## src/sideband_pkg.sv

```systemverilog
// Purpose: shared constants and types for the sideband clock/trip control
// Assumes: one bus clock domain (ref_clk); async pins synchronised on entry
// Notes:
// Notes on behaviour
// - on halt request, go to gated state and post a grant acknowledge on bus.
// - gated state stops core clocks; bus unit and interrupt unit keep running.
// - gated state services no interrupts; they stay pending until run resumes.
// - halt request removed: clocks back on for every unit, execution resumes.
// - halt request is asynchronous and never touches the bus clock.
// - accepted management interrupt saves state and enters protected handler mode.
// - then post management acknowledge on bus, then fetch handler code.
// - management interrupt held at reset release puts all outputs in high-Z.
// - raise overheat output when junction passes about 135 degrees C.
// - on overheat, stop internal clocks and halt all execution.
// - overheat output stays latched, device halted, until reset.
// - reset after a trip restarts the device at its boot vector.
// - still hot after reset: trip again and return to shutdown.
// - reset releases overheat output at once, even if still hot.
// - gated state entered twenty bus clocks after the acknowledge response.
// - gated state latches events; each serviced once after returning to run.
package sideband_pkg;

  // ******************************************************************
  // constants
  // ******************************************************************
  localparam int         SYNC_STAGES      = 3;
  localparam int         CNT_W            = 5;
  localparam logic [4:0] STOP_GRANT_DELAY = 5'h14;
  localparam logic [4:0] STRAP_SETTLE     = 5'h04;
  localparam logic [7:0] TRIP_CELSIUS     = 8'h87;
  localparam int         EVT_N            = 5;
  localparam int         EVT_MGMT         = 0;
  localparam int         EVT_INIT         = 1;
  localparam int         EVT_BUS_RECOVERY = 2;
  localparam int         EVT_IRQ0         = 3;
  localparam int         EVT_IRQ1         = 4;

  // ******************************************************************
  // types
  // ******************************************************************
  typedef enum logic {ACK_STOP_GRANT, ACK_MGMT} ack_kind_t;

  typedef struct packed {
    logic      valid;
    ack_kind_t kind;
  } ack_req_t;

  typedef struct packed {
    logic ready;
    logic done;
  } ack_rsp_t;

  typedef struct packed {
    logic core;
    logic bus_unit;
    logic irq_unit;
  } clk_en_t;

  typedef enum logic [2:0] {
    ST_STRAP, ST_RUN, ST_SG_ACK, ST_SG_DELAY, ST_STOP_GRANT,
    ST_MGMT_SAVE, ST_MGMT_ACK, ST_SHUTDOWN
  } ctl_state_t;

endpackage

```

## src/pin_sync.sv

```systemverilog
// Purpose: three-flop synchroniser for asynchronous pins
// Assumes: output level changes only once stages two and three agree
// Notes: stage one feeds stage two only
`timescale 1ns/1ps
module pin_sync #(
  parameter int   W       = 1,
  parameter logic RST_VAL = 1'b1
) (
  input  wire logic         ref_clk,
  input  wire logic         rstn,
  input  wire logic [W-1:0] pin,
  output logic      [W-1:0] level
);

  typedef struct packed {
    logic [W-1:0] s1;
    logic [W-1:0] s2;
    logic [W-1:0] s3;
    logic [W-1:0] lvl;
  } sync_t;

  sync_t q, d;

  always_comb
  begin
    d     = q;
    d.s1  = pin;
    d.s2  = q.s1;
    d.s3  = q.s2;
    for (int i = 0; i < W; i++)
    begin
      if (q.s2[i] == q.s3[i])
        d.lvl[i] = q.s3[i];
    end
  end

  always_ff @(posedge ref_clk)
  begin
    if (!rstn)
      q <= {4{{W{RST_VAL}}}};
    else
      q <= d;
  end

  assign level = q.lvl;

endmodule

```

## src/event_latch.sv

```systemverilog
// Purpose: holds one occurrence of each event until it may be serviced
// Assumes: raise is a one-cycle pulse per event
// Notes: a new raise in the cycle of service is kept, not lost
`timescale 1ns/1ps
module event_latch #(
  parameter int N = 5
) (
  input  wire logic         ref_clk,
  input  wire logic         rstn,
  input  wire logic [N-1:0] raise,
  input  wire logic         arm,
  input  wire logic         service_en,
  output logic      [N-1:0] pending,
  output logic      [N-1:0] fire
);

  typedef struct packed {
    logic [N-1:0] pend;
    logic [N-1:0] fire;
  } latch_t;

  latch_t q, d;

  always_comb
  begin
    d      = q;
    d.fire = q.pend & {N{service_en}};
    // set wins over the clear of a serviced bit
    d.pend = (q.pend & ~d.fire) | (raise & {N{arm}});
  end

  always_ff @(posedge ref_clk)
  begin
    if (!rstn)
      q <= '0;
    else
      q <= d;
  end

  assign pending = q.pend;
  assign fire    = q.fire;
endmodule

```

## src/sideband_ctrl.sv

```systemverilog
// Purpose: stop-clock, management interrupt entry and overheat trip control
// Assumes: bus unit answers acknowledge requests with ready, then done
// Notes: die temperature comes from a sensor on the same clock
`timescale 1ns/1ps
module sideband_ctrl #(
  parameter logic [7:0] TRIP_C = sideband_pkg::TRIP_CELSIUS
) (
  input  wire logic                           ref_clk,
  input  wire logic                           rstn,
  input  wire logic                           core_clock_halt_request_n,
  input  wire logic                           mgmt_interrupt_request_n,
  input  wire logic                           init_request_n,
  input  wire logic                           bus_recovery_request_n,
  input  wire logic [1:0]                     local_irq_lines,
  input  wire logic [7:0]                     die_temp_c,
  input  wire sideband_pkg::ack_rsp_t         ack_rsp,
  input  wire logic                           handler_exit,
  output sideband_pkg::ack_req_t              ack_req,
  output sideband_pkg::clk_en_t               clk_en,
  output logic                                protected_handler_mode,
  output logic                                state_save,
  output logic                                handler_fetch,
  output logic                                boot_fetch,
  output logic [sideband_pkg::EVT_N-1:0]      event_fire,
  output logic                                outputs_hiz,
  output logic                                overheat_shutdown_out
);

  // ******************************************************************
  // pin synchronisers and edge detect
  // ******************************************************************
  logic [5:0] pins_n;
  logic [5:0] lvl_n;
  logic       halt_lvl;
  logic       mgmt_lvl;
  logic [sideband_pkg::EVT_N-1:0] evt_lvl;
  logic [sideband_pkg::EVT_N-1:0] raise;
  logic [sideband_pkg::EVT_N-1:0] pending;
  logic       hot;

  assign pins_n = {core_clock_halt_request_n, ~local_irq_lines,
                   bus_recovery_request_n, init_request_n,
                   mgmt_interrupt_request_n};

  pin_sync #(
    .W       (6),
    .RST_VAL (1'b1)
  ) u_sync (
    .ref_clk (ref_clk),
    .rstn    (rstn),
    .pin     (pins_n),
    .level   (lvl_n)
  );

  // asynchronous requests only reach the state machine synchronised
  assign halt_lvl = ~lvl_n[5];
  assign evt_lvl  = ~lvl_n[4:0];
  assign mgmt_lvl = evt_lvl[sideband_pkg::EVT_MGMT];
  assign hot      = die_temp_c >= TRIP_C;

  // ******************************************************************
  // control state
  // ******************************************************************
  typedef struct packed {
    sideband_pkg::ctl_state_t       st;
    logic [sideband_pkg::CNT_W-1:0] cnt;
    logic                           trip;
    logic                           handler;
    logic                           hiz;
    sideband_pkg::ack_req_t         ack;
    sideband_pkg::clk_en_t          clk;
    logic                           save;
    logic                           fetch;
    logic                           boot;
    logic [sideband_pkg::EVT_N-1:0] prev;
  } ctl_t;

  ctl_t q, d;
  logic service_en;
  logic arm;

  // hold further service while a management pulse leaves run, so none is lost
  assign service_en = q.st == sideband_pkg::ST_RUN && !event_fire[sideband_pkg::EVT_MGMT];
  assign arm        = q.st != sideband_pkg::ST_STRAP;
  assign raise      = evt_lvl & ~q.prev;

  event_latch #(
    .N (sideband_pkg::EVT_N)
  ) u_events (
    .ref_clk    (ref_clk),
    .rstn       (rstn),
    .raise      (raise),
    .arm        (arm),
    .service_en (service_en),
    .pending    (pending),
    .fire       (event_fire)
  );

  always_comb
  begin
    d       = q;
    d.prev  = evt_lvl;
    d.save  = 1'b0;
    d.fetch = 1'b0;
    d.boot  = 1'b0;
    if (q.ack.valid && ack_rsp.ready)
      d.ack.valid = 1'b0;
    case (q.st)
      sideband_pkg::ST_STRAP:
      begin
        d.cnt = q.cnt + 5'h01;
        if (q.cnt == sideband_pkg::STRAP_SETTLE)
        begin
          d.hiz  = mgmt_lvl;
          d.boot = 1'b1;
          d.cnt  = '0;
          d.st   = sideband_pkg::ST_RUN;
        end
      end
      sideband_pkg::ST_RUN:
      begin
        if (handler_exit)
          d.handler = 1'b0;
        if (event_fire[sideband_pkg::EVT_MGMT])
        begin
          d.save = 1'b1;
          d.st   = sideband_pkg::ST_MGMT_SAVE;
        end
        // a management event about to fire goes first, or its pulse would be lost
        else if (halt_lvl && !pending[sideband_pkg::EVT_MGMT])
        begin
          d.ack.valid = 1'b1;
          d.ack.kind  = sideband_pkg::ACK_STOP_GRANT;
          d.st        = sideband_pkg::ST_SG_ACK;
        end
      end
      sideband_pkg::ST_SG_ACK:
      begin
        if (ack_rsp.done)
        begin
          d.cnt = '0;
          d.st  = sideband_pkg::ST_SG_DELAY;
        end
      end
      sideband_pkg::ST_SG_DELAY:
      begin
        d.cnt = q.cnt + 5'h01;
        if (q.cnt == sideband_pkg::STOP_GRANT_DELAY - 5'h01)
        begin
          d.cnt = '0;
          d.st  = sideband_pkg::ST_STOP_GRANT;
        end
      end
      sideband_pkg::ST_STOP_GRANT:
      begin
        // platform only drops the request once we sit here
        if (!halt_lvl)
          d.st = sideband_pkg::ST_RUN;
      end
      sideband_pkg::ST_MGMT_SAVE:
      begin
        d.handler   = 1'b1;
        d.ack.valid = 1'b1;
        d.ack.kind  = sideband_pkg::ACK_MGMT;
        d.st        = sideband_pkg::ST_MGMT_ACK;
      end
      sideband_pkg::ST_MGMT_ACK:
      begin
        if (ack_rsp.done)
        begin
          d.fetch = 1'b1;
          d.st    = sideband_pkg::ST_RUN;
        end
      end
      sideband_pkg::ST_SHUTDOWN:
      begin
        d.trip = 1'b1;
      end
      default:
      begin
        d.st = sideband_pkg::ST_SHUTDOWN;
      end
    endcase
    // overheat wins over everything and holds until reset
    if (hot || q.trip)
    begin
      d.trip      = 1'b1;
      d.st        = sideband_pkg::ST_SHUTDOWN;
      d.ack.valid = 1'b0;
      d.save      = 1'b0;
      d.fetch     = 1'b0;
      d.boot      = 1'b0;
    end
    // core gated while granted or shut down; bus and interrupt units stop only in shutdown
    d.clk.core     = !(d.st inside {sideband_pkg::ST_STOP_GRANT,
                                    sideband_pkg::ST_SHUTDOWN});
    d.clk.bus_unit = d.st != sideband_pkg::ST_SHUTDOWN;
    d.clk.irq_unit = d.st != sideband_pkg::ST_SHUTDOWN;
  end

  always_ff @(posedge ref_clk)
  begin
    if (!rstn)
    begin
      q      <= '0;
      q.st   <= sideband_pkg::ST_STRAP;
      q.clk  <= 3'h7;
      q.prev <= '0;
    end
    else
      q <= d;
  end

  // ******************************************************************
  // outputs
  // ******************************************************************
  assign ack_req                = q.ack;
  assign clk_en                 = q.clk;
  assign protected_handler_mode = q.handler;
  assign state_save             = q.save;
  assign handler_fetch          = q.fetch;
  assign boot_fetch             = q.boot;
  assign outputs_hiz            = q.hiz;
  // gated by reset so the release does not wait for a clock edge
  assign overheat_shutdown_out  = q.trip & rstn;
endmodule

```

## config.mk

```make
export PLATFORM = sky130hd
export DESIGN_NAME = sideband_ctrl
export DESIGN_NICKNAME = d
export VERILOG_FILES = /design/src/sideband_pkg.sv /design/src/pin_sync.sv /design/src/event_latch.sv /design/src/sideband_ctrl.sv
export SDC_FILE = /design/constraint.sdc
export NUM_CORES = 1
export LEC_CHECK = 0
export ABC_AREA = 1
export BUFFER_PORTS_ARGS = -buffer_cell sky130_fd_sc_hd__buf_2
export CORE_MARGIN = 4
export CORE_UTILIZATION = 46
export CTS_CLUSTER_SIZE = 20
export DETAILED_ROUTE_END_ITERATION = 12
export GPL_TIMING_DRIVEN = 0
export PLACE_DENSITY = 0.82
export SYNTH_ARGS = -nofsm -noshare
export SYNTH_HDL_FRONTEND = slang
export SYNTH_SLANG_ARGS = --single-unit
```

## constraint.sdc

```tcl
create_clock -name ref_clk -period 1.3 [get_ports ref_clk]
set_input_delay 0.13 -clock ref_clk [delete_from_list [all_inputs] [get_ports ref_clk]]
set_output_delay 0.13 -clock ref_clk [all_outputs]
set_load 0.005 [all_outputs]
```

==> results of run 1 <==
## per-stage QoR
stage               TNS, ns  util, %  hold WS, ns  setup WS, ns  total power [mW]
finish               -0.175     63.1       0.0604       -0.0656              3.91
global route         -0.579     63.1       0.0723        -0.140              4.09
CTS                 -0.0291     61.1       0.0471       -0.0291              3.87
detailed placement   -0.434     53.5        0.296        -0.129              2.24
global placement     -0.292     53.5        0.294        -0.112              2.22
floorplan                 0        -        0.192        0.0210              2.13
## worst min-delay path by stage
stage / start / endpoint / depth (start not counted)
finish: handler_exit / protected_handler_mode / 4
global placement: local_irq_lines[0] / u_sync.d[15] / 2
detailed placement: local_irq_lines[0] / u_sync.d[15] / 2
floorplan: local_irq_lines[0] / u_sync.d[15] / 1
global route: handler_exit / protected_handler_mode / 4
CTS: handler_exit / protected_handler_mode / 4
## power groups by stage
stage	logic [mW]	registers [mW]	clock network [mW]
2_1_floorplan	0.262	1.87	0
3_3_place_gp	0.349	1.87	0
3_5_place_dp	0.360	1.88	0
4_1_cts	0.411	1.85	1.61
5_1_grt	0.530	1.86	1.70
6_report	0.477	1.85	1.58
## critical path: cells and delay by family, from the launching register on
| family | cells | cell delay (ns) |
|---|---|---|
| AND/OR/NAND/NOR | 4 | 0.25 |
| adder cells (fa/ha/maj) | 1 | 0.14 |
| AO/OA/AOI/OAI | 2 | 0.28 |
| buffers and inverters | 2 | 0.21 |
| flip-flops | 1 | 0.38 |
## cell families after synthesis
group	after synthesis	synth area share, %
AND/OR/NAND/NOR	128	29.6
flip-flops	57	53.6
buffers and inverters	38	7.71
AO/OA/AOI/OAI	27	7.82
adder cells (fa/ha/maj)	2	1.18
## state kept, by name, indices dropped and copies added, names as in the netlist
| register | count |
|---|---|
| ack_req | 2 |
| u_events.pending | 5 |
| protected_handler_mode | 1 |
| clk_en | 2 |
| u_events.fire | 5 |
| handler_fetch | 1 |
| q | 14 |
| u_sync.d | 12 |
| boot_fetch | 1 |
| state_save | 1 |
| u_sync.level | 6 |
| u_sync.q | 6 |
| outputs_hiz | 1 |
## synthesized netlist by cell type, drive strengths merged (2+ instances only)
| library cell | n | area, µm² |
|---|---|---|
| dfxtp | 57 | 1140 |
| nor2 | 36 | 153 |
| ha | 2 | 25.0 |
| nand3 | 20 | 118 |
| nand4 | 2 | 12.5 |
| o32ai | 5 | 43.8 |
| nand2 | 45 | 179 |
| nor3 | 4 | 31.3 |
| clkbuf | 2 | 7.51 |
| o21ai | 7 | 42.5 |
| or2 | 20 | 125 |
| inv | 29 | 109 |
| buf | 7 | 47.6 |
| a21oi | 14 | 73.8 |
## area by class of cell
cell class,instances,share of cell area (%)
tap,52,2.34
buffer,9,2.20
clock buffer,13,6.42
inverter,29,4.00
multi-input combinational,157,33.1
clock inverter,3,0.809
sequential,57,41.4
timing repair buffer,46,9.79
## metal layers
metal,wire [µm],global-route usage [%]
met1,1860,17.5
met2,2120,24.4
met3,311,4.85
met4,173,10.7
met5,0,0
## what timing repair did
item | CTS | global route
cloned | 0 | 1
gates resized for setup | 17 | 18
setup buffers | 3 | 2
endpoints found under the setup margin | 6 | 15
hold endpoints to repair | 6 | 0
hold buffers | 6 | 0
pin swaps | 5 | 10
==> flow_summary.ini, run 1 <==
[global_route]
antenna_found_initial = 0
track_usage_pct = 15.4
grt_pass1_wl_um = 7100
grt_max_degree = 11
grt_remaining_overflow = 0
grt_pass1_vias = 1669

[route]
vias = 1815
detail-route-antenna-nets = 0
wl_um = 4470
dr.pass1.iters = 4
wl_per_cell_um = 12.2
vias_per_cell = 4.96
drc = 0
drt_iter0_markers = 165

[placement]
postPlaceCellArea_mm2 = 0.00236
gp_congestion = 0.822
dp_hpwl_um = 2840
port_buffers = 34
dp_cells = 338

[finish]
antenna_cells = 0
final_common_cell = dfxtp_1
nets = 330
fillerInstances = 368
final_cells = 366
area_growth_pct = 30.9
register_area_mm2 = 0.00115
drive_gt1_share_pct = 38.2
final_cell_mix = 52 x dfxtp_1, 39 x nand2_1, 36 x buf_2
fin_area_mm2 = 0.00279
multiInputGateArea_um2 = 921

[pwr]
pwr-share-seq_pct = 47.4
combPwrFrac_pct = 12.2
p_leak_nw = 1.26
power.density_mw_per_mm2 = 1400
clockPowerShare_pct = 40.3
power_switching_mw = 0.988
p_int_mw = 2.92
irDropWorstVdd_mv = 0.692
switching_share_pct = 25.3

[synthesis]
syn_avg_cell_area_um2 = 8.44
synth-seq-area-share_pct = 53.6
synth-edff-count = 0
yosysWarnings = 0
synth_cell_type_count = 28
synthArstFlopShare_pct = 0
postSynthCellCount = 252
synth-seq-cells = 57
synth_nets = 273
synth_area_mm2 = 0.00213
synthFlopType = dfxtp_1

[sta]
final-setup-viol-count = 4
tightestPinTransition_ns = 0.464
fin_crit_ns = 1.37
rsz0062_at_grt = yes
hold_violations = 0
slew_headroom_pct = 69.0
timing.final.ws_setup_ns = -0.0656
skew_ns = 0.00488
period_share_pct = 105
fmax_mhz = 732
drv_slew = 0

[hold_path]
min_path_type = in -> reg

[worst_setup_path]
rr_worst_depth = 9
r2r_start = q[16]
worstSetupStartpoint = q[16]
endpoint = q[18]
startpoint_type = register
crit_chain = ha_4 -> nand2_2 -> inv_2 -> nand2_2 -> nand2_4 -> o21ai_4 -> o21ai_4 -> buf_4 -> nor3b_2
r2r_end = q[18]
cpPeakStageDelay_ns = 0.38
required_ns = 1.52
crit_arrival_ns = 1.59
path_max_fanout = 4
r2r_slack_ns = -0.07
critical_path_class = reg -> reg
critPathSlowestCell = dfxtp_4
cp-end-kind = register

[flow_run]
max_cap_violations = 0

[die]
core_area_mm2 = 0.00441
die-height_um = 76
num_rows = 24
fp.dieW_um = 76
die-area_mm2 = 0.00578
start_util_pct = 48.2
pin_count = 35

[outcome]
outcome = finished with violations
violations = negative setup slack

[clock_network]
cts.sinks = 57
htreeDepth = 3
cts_buffers = 9
clock_path_buffers = 2
clk_pin_slew_ns = 0.06
cts_root_buf = clkbuf_8
clk-insertion-delay-late_ns = 0.33
tritoncts = done
No activity file was read; power rests on OpenSTA's default activity.
==> inputs of run 2 (changes only) <==
PLACE_DENSITY = 0.81   (was 0.82)
SYNTH_HIERARCHICAL = 1   (was default)
==> run 2 against run 1 <==
- the run still ends with negative setup slack left
- worst setup slack better by 0.013 ns
- largest power group is now clock
- first-iteration DRC count is 48% lower
- non-clock buffer count up 5
- wire length down 1.5%
- power is 9.4% higher
- cell area increased by 7.9%
==> flow_summary.ini, run 2 <==
[clock_network]
htreeDepth = 3
clk_pin_slew_ns = 0.07
cts.sinks = 57
tritoncts = done
clk-insertion-delay-late_ns = 0.34
cts_buffers = 9
cts_root_buf = clkbuf_8
clock_path_buffers = 2

[sta]
period_share_pct = 104
final-setup-viol-count = 1
tns_ns = -0.0522
fin_crit_ns = 1.35
tightestPinTransition_ns = 0.329
skew_ns = 0.00891
slew_headroom_pct = 77.9
rsz0062_at_grt = yes
timing.final.ws_setup_ns = -0.0522
hold_violations = 0
fmax_mhz = 740
drv_slew = 0
whs_ns = 0.0472

[worst_setup_path]
crit_arrival_ns = 1.63
r2r_end = clk_en[2]
r2r_slack_ns = -0.05
rr_worst_depth = 11
critical_path_class = reg -> reg
startpoint_type = register
path_max_fanout = 4
cp-end-kind = register
required_ns = 1.58
worstSetupStartpoint = q[16]
r2r_start = q[16]
endpoint = clk_en[2]

[placement]
dp_cells = 417
postPlaceCellArea_mm2 = 0.00258
gp_congestion = 0.832
port_buffers = 34
post-place-ws_ns = -0.0976
dp_hpwl_um = 2820

[synthesis]
synth_nets = 337
synthArstFlopShare_pct = 0
synth_cell_type_count = 24
synth_mux_area_share_pct = 0
synth-edff-count = 0
syn_avg_cell_area_um2 = 7.36
synth_top_family_by_area = simple AND/OR/NAND/NOR gates
synth_area_leaders = dfxtp_1 49%, nand2_1 13%, inv_1 9.5%
yosysTopAreaCell = dfxtp_1
synth_area_mm2 = 0.00232
synth_xor_area_share_pct = 0
postSynthCellCount = 316
synthFlopType = dfxtp_1
synth-seq-area-share_pct = 49.1
synth-compound-area-share_pct = 4.36
yosysTopAreaCellShare_pct = 49.1
synthTopCellsByCount = 80 x nand2_1, 59 x inv_1, 57 x dfxtp_1, 47 x nor2_1, 15 x a21oi_1
synth-seq-cells = 57
yosysWarnings = 6
yosys.cell_count.top_type = nand2_1
yosys.area_share.simple_pct = 30.5
synthAdderAreaFrac_pct = 1.08

[hold_path]
min_path_type = in -> reg

[finish]
largest_register_ffs = 14
drive_gt1_share_pct = 28.3
final_cells = 445
final_cell_mix = 76 x nand2_1, 56 x inv_1, 53 x dfxtp_1
fillerInstances = 438
max_flop_register = q
area_growth_pct = 29.3
fin_area_mm2 = 0.00301
antenna_cells = 0
nets = 394
final_common_cell = nand2_1

[route]
dr.pass1.iters = 5
wl_um = 4400
wl_per_cell_um = 9.88
drc = 0
drt_iter0_markers = 86
detail-route-antenna-nets = 0
vias_per_cell = 4.40
vias = 1960

[pwr]
irDropWorstVdd_mv = 0.741
p_leak_nw = 1.55
power.density_mw_per_mm2 = 1420

[die]
pin_count = 35
die-area_mm2 = 0.00626
fp.dieW_um = 79.1
core_area_mm2 = 0.00482
start_util_pct = 48.3
die-height_um = 79.1
num_rows = 25

[global_route]
grt_pass1_vias = 1821
track_usage_pct = 15.3
grt_max_degree = 16
grt_remaining_overflow = 0
grt_pass1_wl_um = 7350
antenna_found_initial = 0

[flow_run]
max_cap_violations = 0

[outcome]
violations = negative setup slack
outcome = finished with violations
## run 2: cell count changes after synthesis, moves of 4 or more
cell / delta
nor2_1: +16
or2_1: -6
o21ai_0: -4
nand3_1: -5
o32ai_1: -5
nand2_1: +37
inv_2: -4
nand2_2: +4
inv_1: +37
or2_2: -14
buf_4: +7
## run 2: cells by family (layout without fill, tap and decap cells)
logic type | Yosys count | in the layout
flops | 57 | 57
buf+inv | 77 | 139
simple gates | 161 | 161
fa+ha+maj | 2 | 2
compound gates | 19 | 19
## run 2: final cells by class
type / count / area, µm² / share of cell area [%]
Sequential cell: 57 / 1150 / 38.3
Multi-Input combinational cell: 182 / 900 / 29.9
Timing Repair Buffer: 46 / 275 / 9.16
Inverter: 63 / 241 / 8.03
Clock buffer: 9 / 124 / 4.12
Clock inverter: 7 / 118 / 3.91
Buffer: 14 / 113 / 3.75
Tap cell: 67 / 83.8 / 2.79
## run 2: through the flow
step	utilization (%)	total power, mW
2_1_floorplan	-	2.14
3_3_place_gp	53.5	2.24
3_5_place_dp	53.5	2.25
4_1_cts	61.5	4.28
5_1_grt	62.4	4.49
6_report	62.4	4.28
## run 2: where the power goes
group          leakage (nW)  switching, mW  internal, mW
clock network         0.124          0.711          1.27
logic                 0.960          0.250         0.182
registers             0.467         0.0491          1.81
total                  1.55           1.01          3.27
## run 2: routing by layer
metal | share of wire [%] | GRT usage, % | vias to the layer above
li1 | - | - | 1056
met1 | 42 | 15.8 | 833
met3 | 7.2 | 6.92 | 17
met5 | 0 | 0 | -
met4 | 2.6 | 7.39 | 0
met2 | 48 | 26.1 | 54
## run 2: repair_timing
item / in CTS / in global routing
endpoints found under the hold margin: 6 / 0
setup buffers: 4 / 2
hold buffers: 6 / 0
setup endpoints to repair: 6 / 9
gates cloned: 0 / 0
resized for setup: 18 / 9
pin swaps: 7 / 10
## run 2: how the worst min path moves through the flow
stage                             startpoint                      to  slack (ns)  cells past startpoint
detailed placement    bus_recovery_request_n            u_sync/d[14]        0.30                      3
global placement    mgmt_interrupt_request_n            u_sync/d[12]        0.30                      3
CTS                             handler_exit  protected_handler_mode        0.04                      4
finish                          handler_exit  protected_handler_mode        0.05                      4
global route                    handler_exit  protected_handler_mode        0.06                      4
floorplan           mgmt_interrupt_request_n            u_sync/d[12]        0.21                      2
## run 2: worst max-delay path, stage by stage (launching register included)
cell     delay, ns
dfxtp_4       0.39
ha_4          0.15
nand2_2       0.05
inv_2         0.07
nand2_1       0.05
nand2_1       0.08
nand2_1       0.07
nor2_2        0.14
nand3_1       0.11
nand2_1       0.09
nand2_1       0.06
nand2_1       0.05
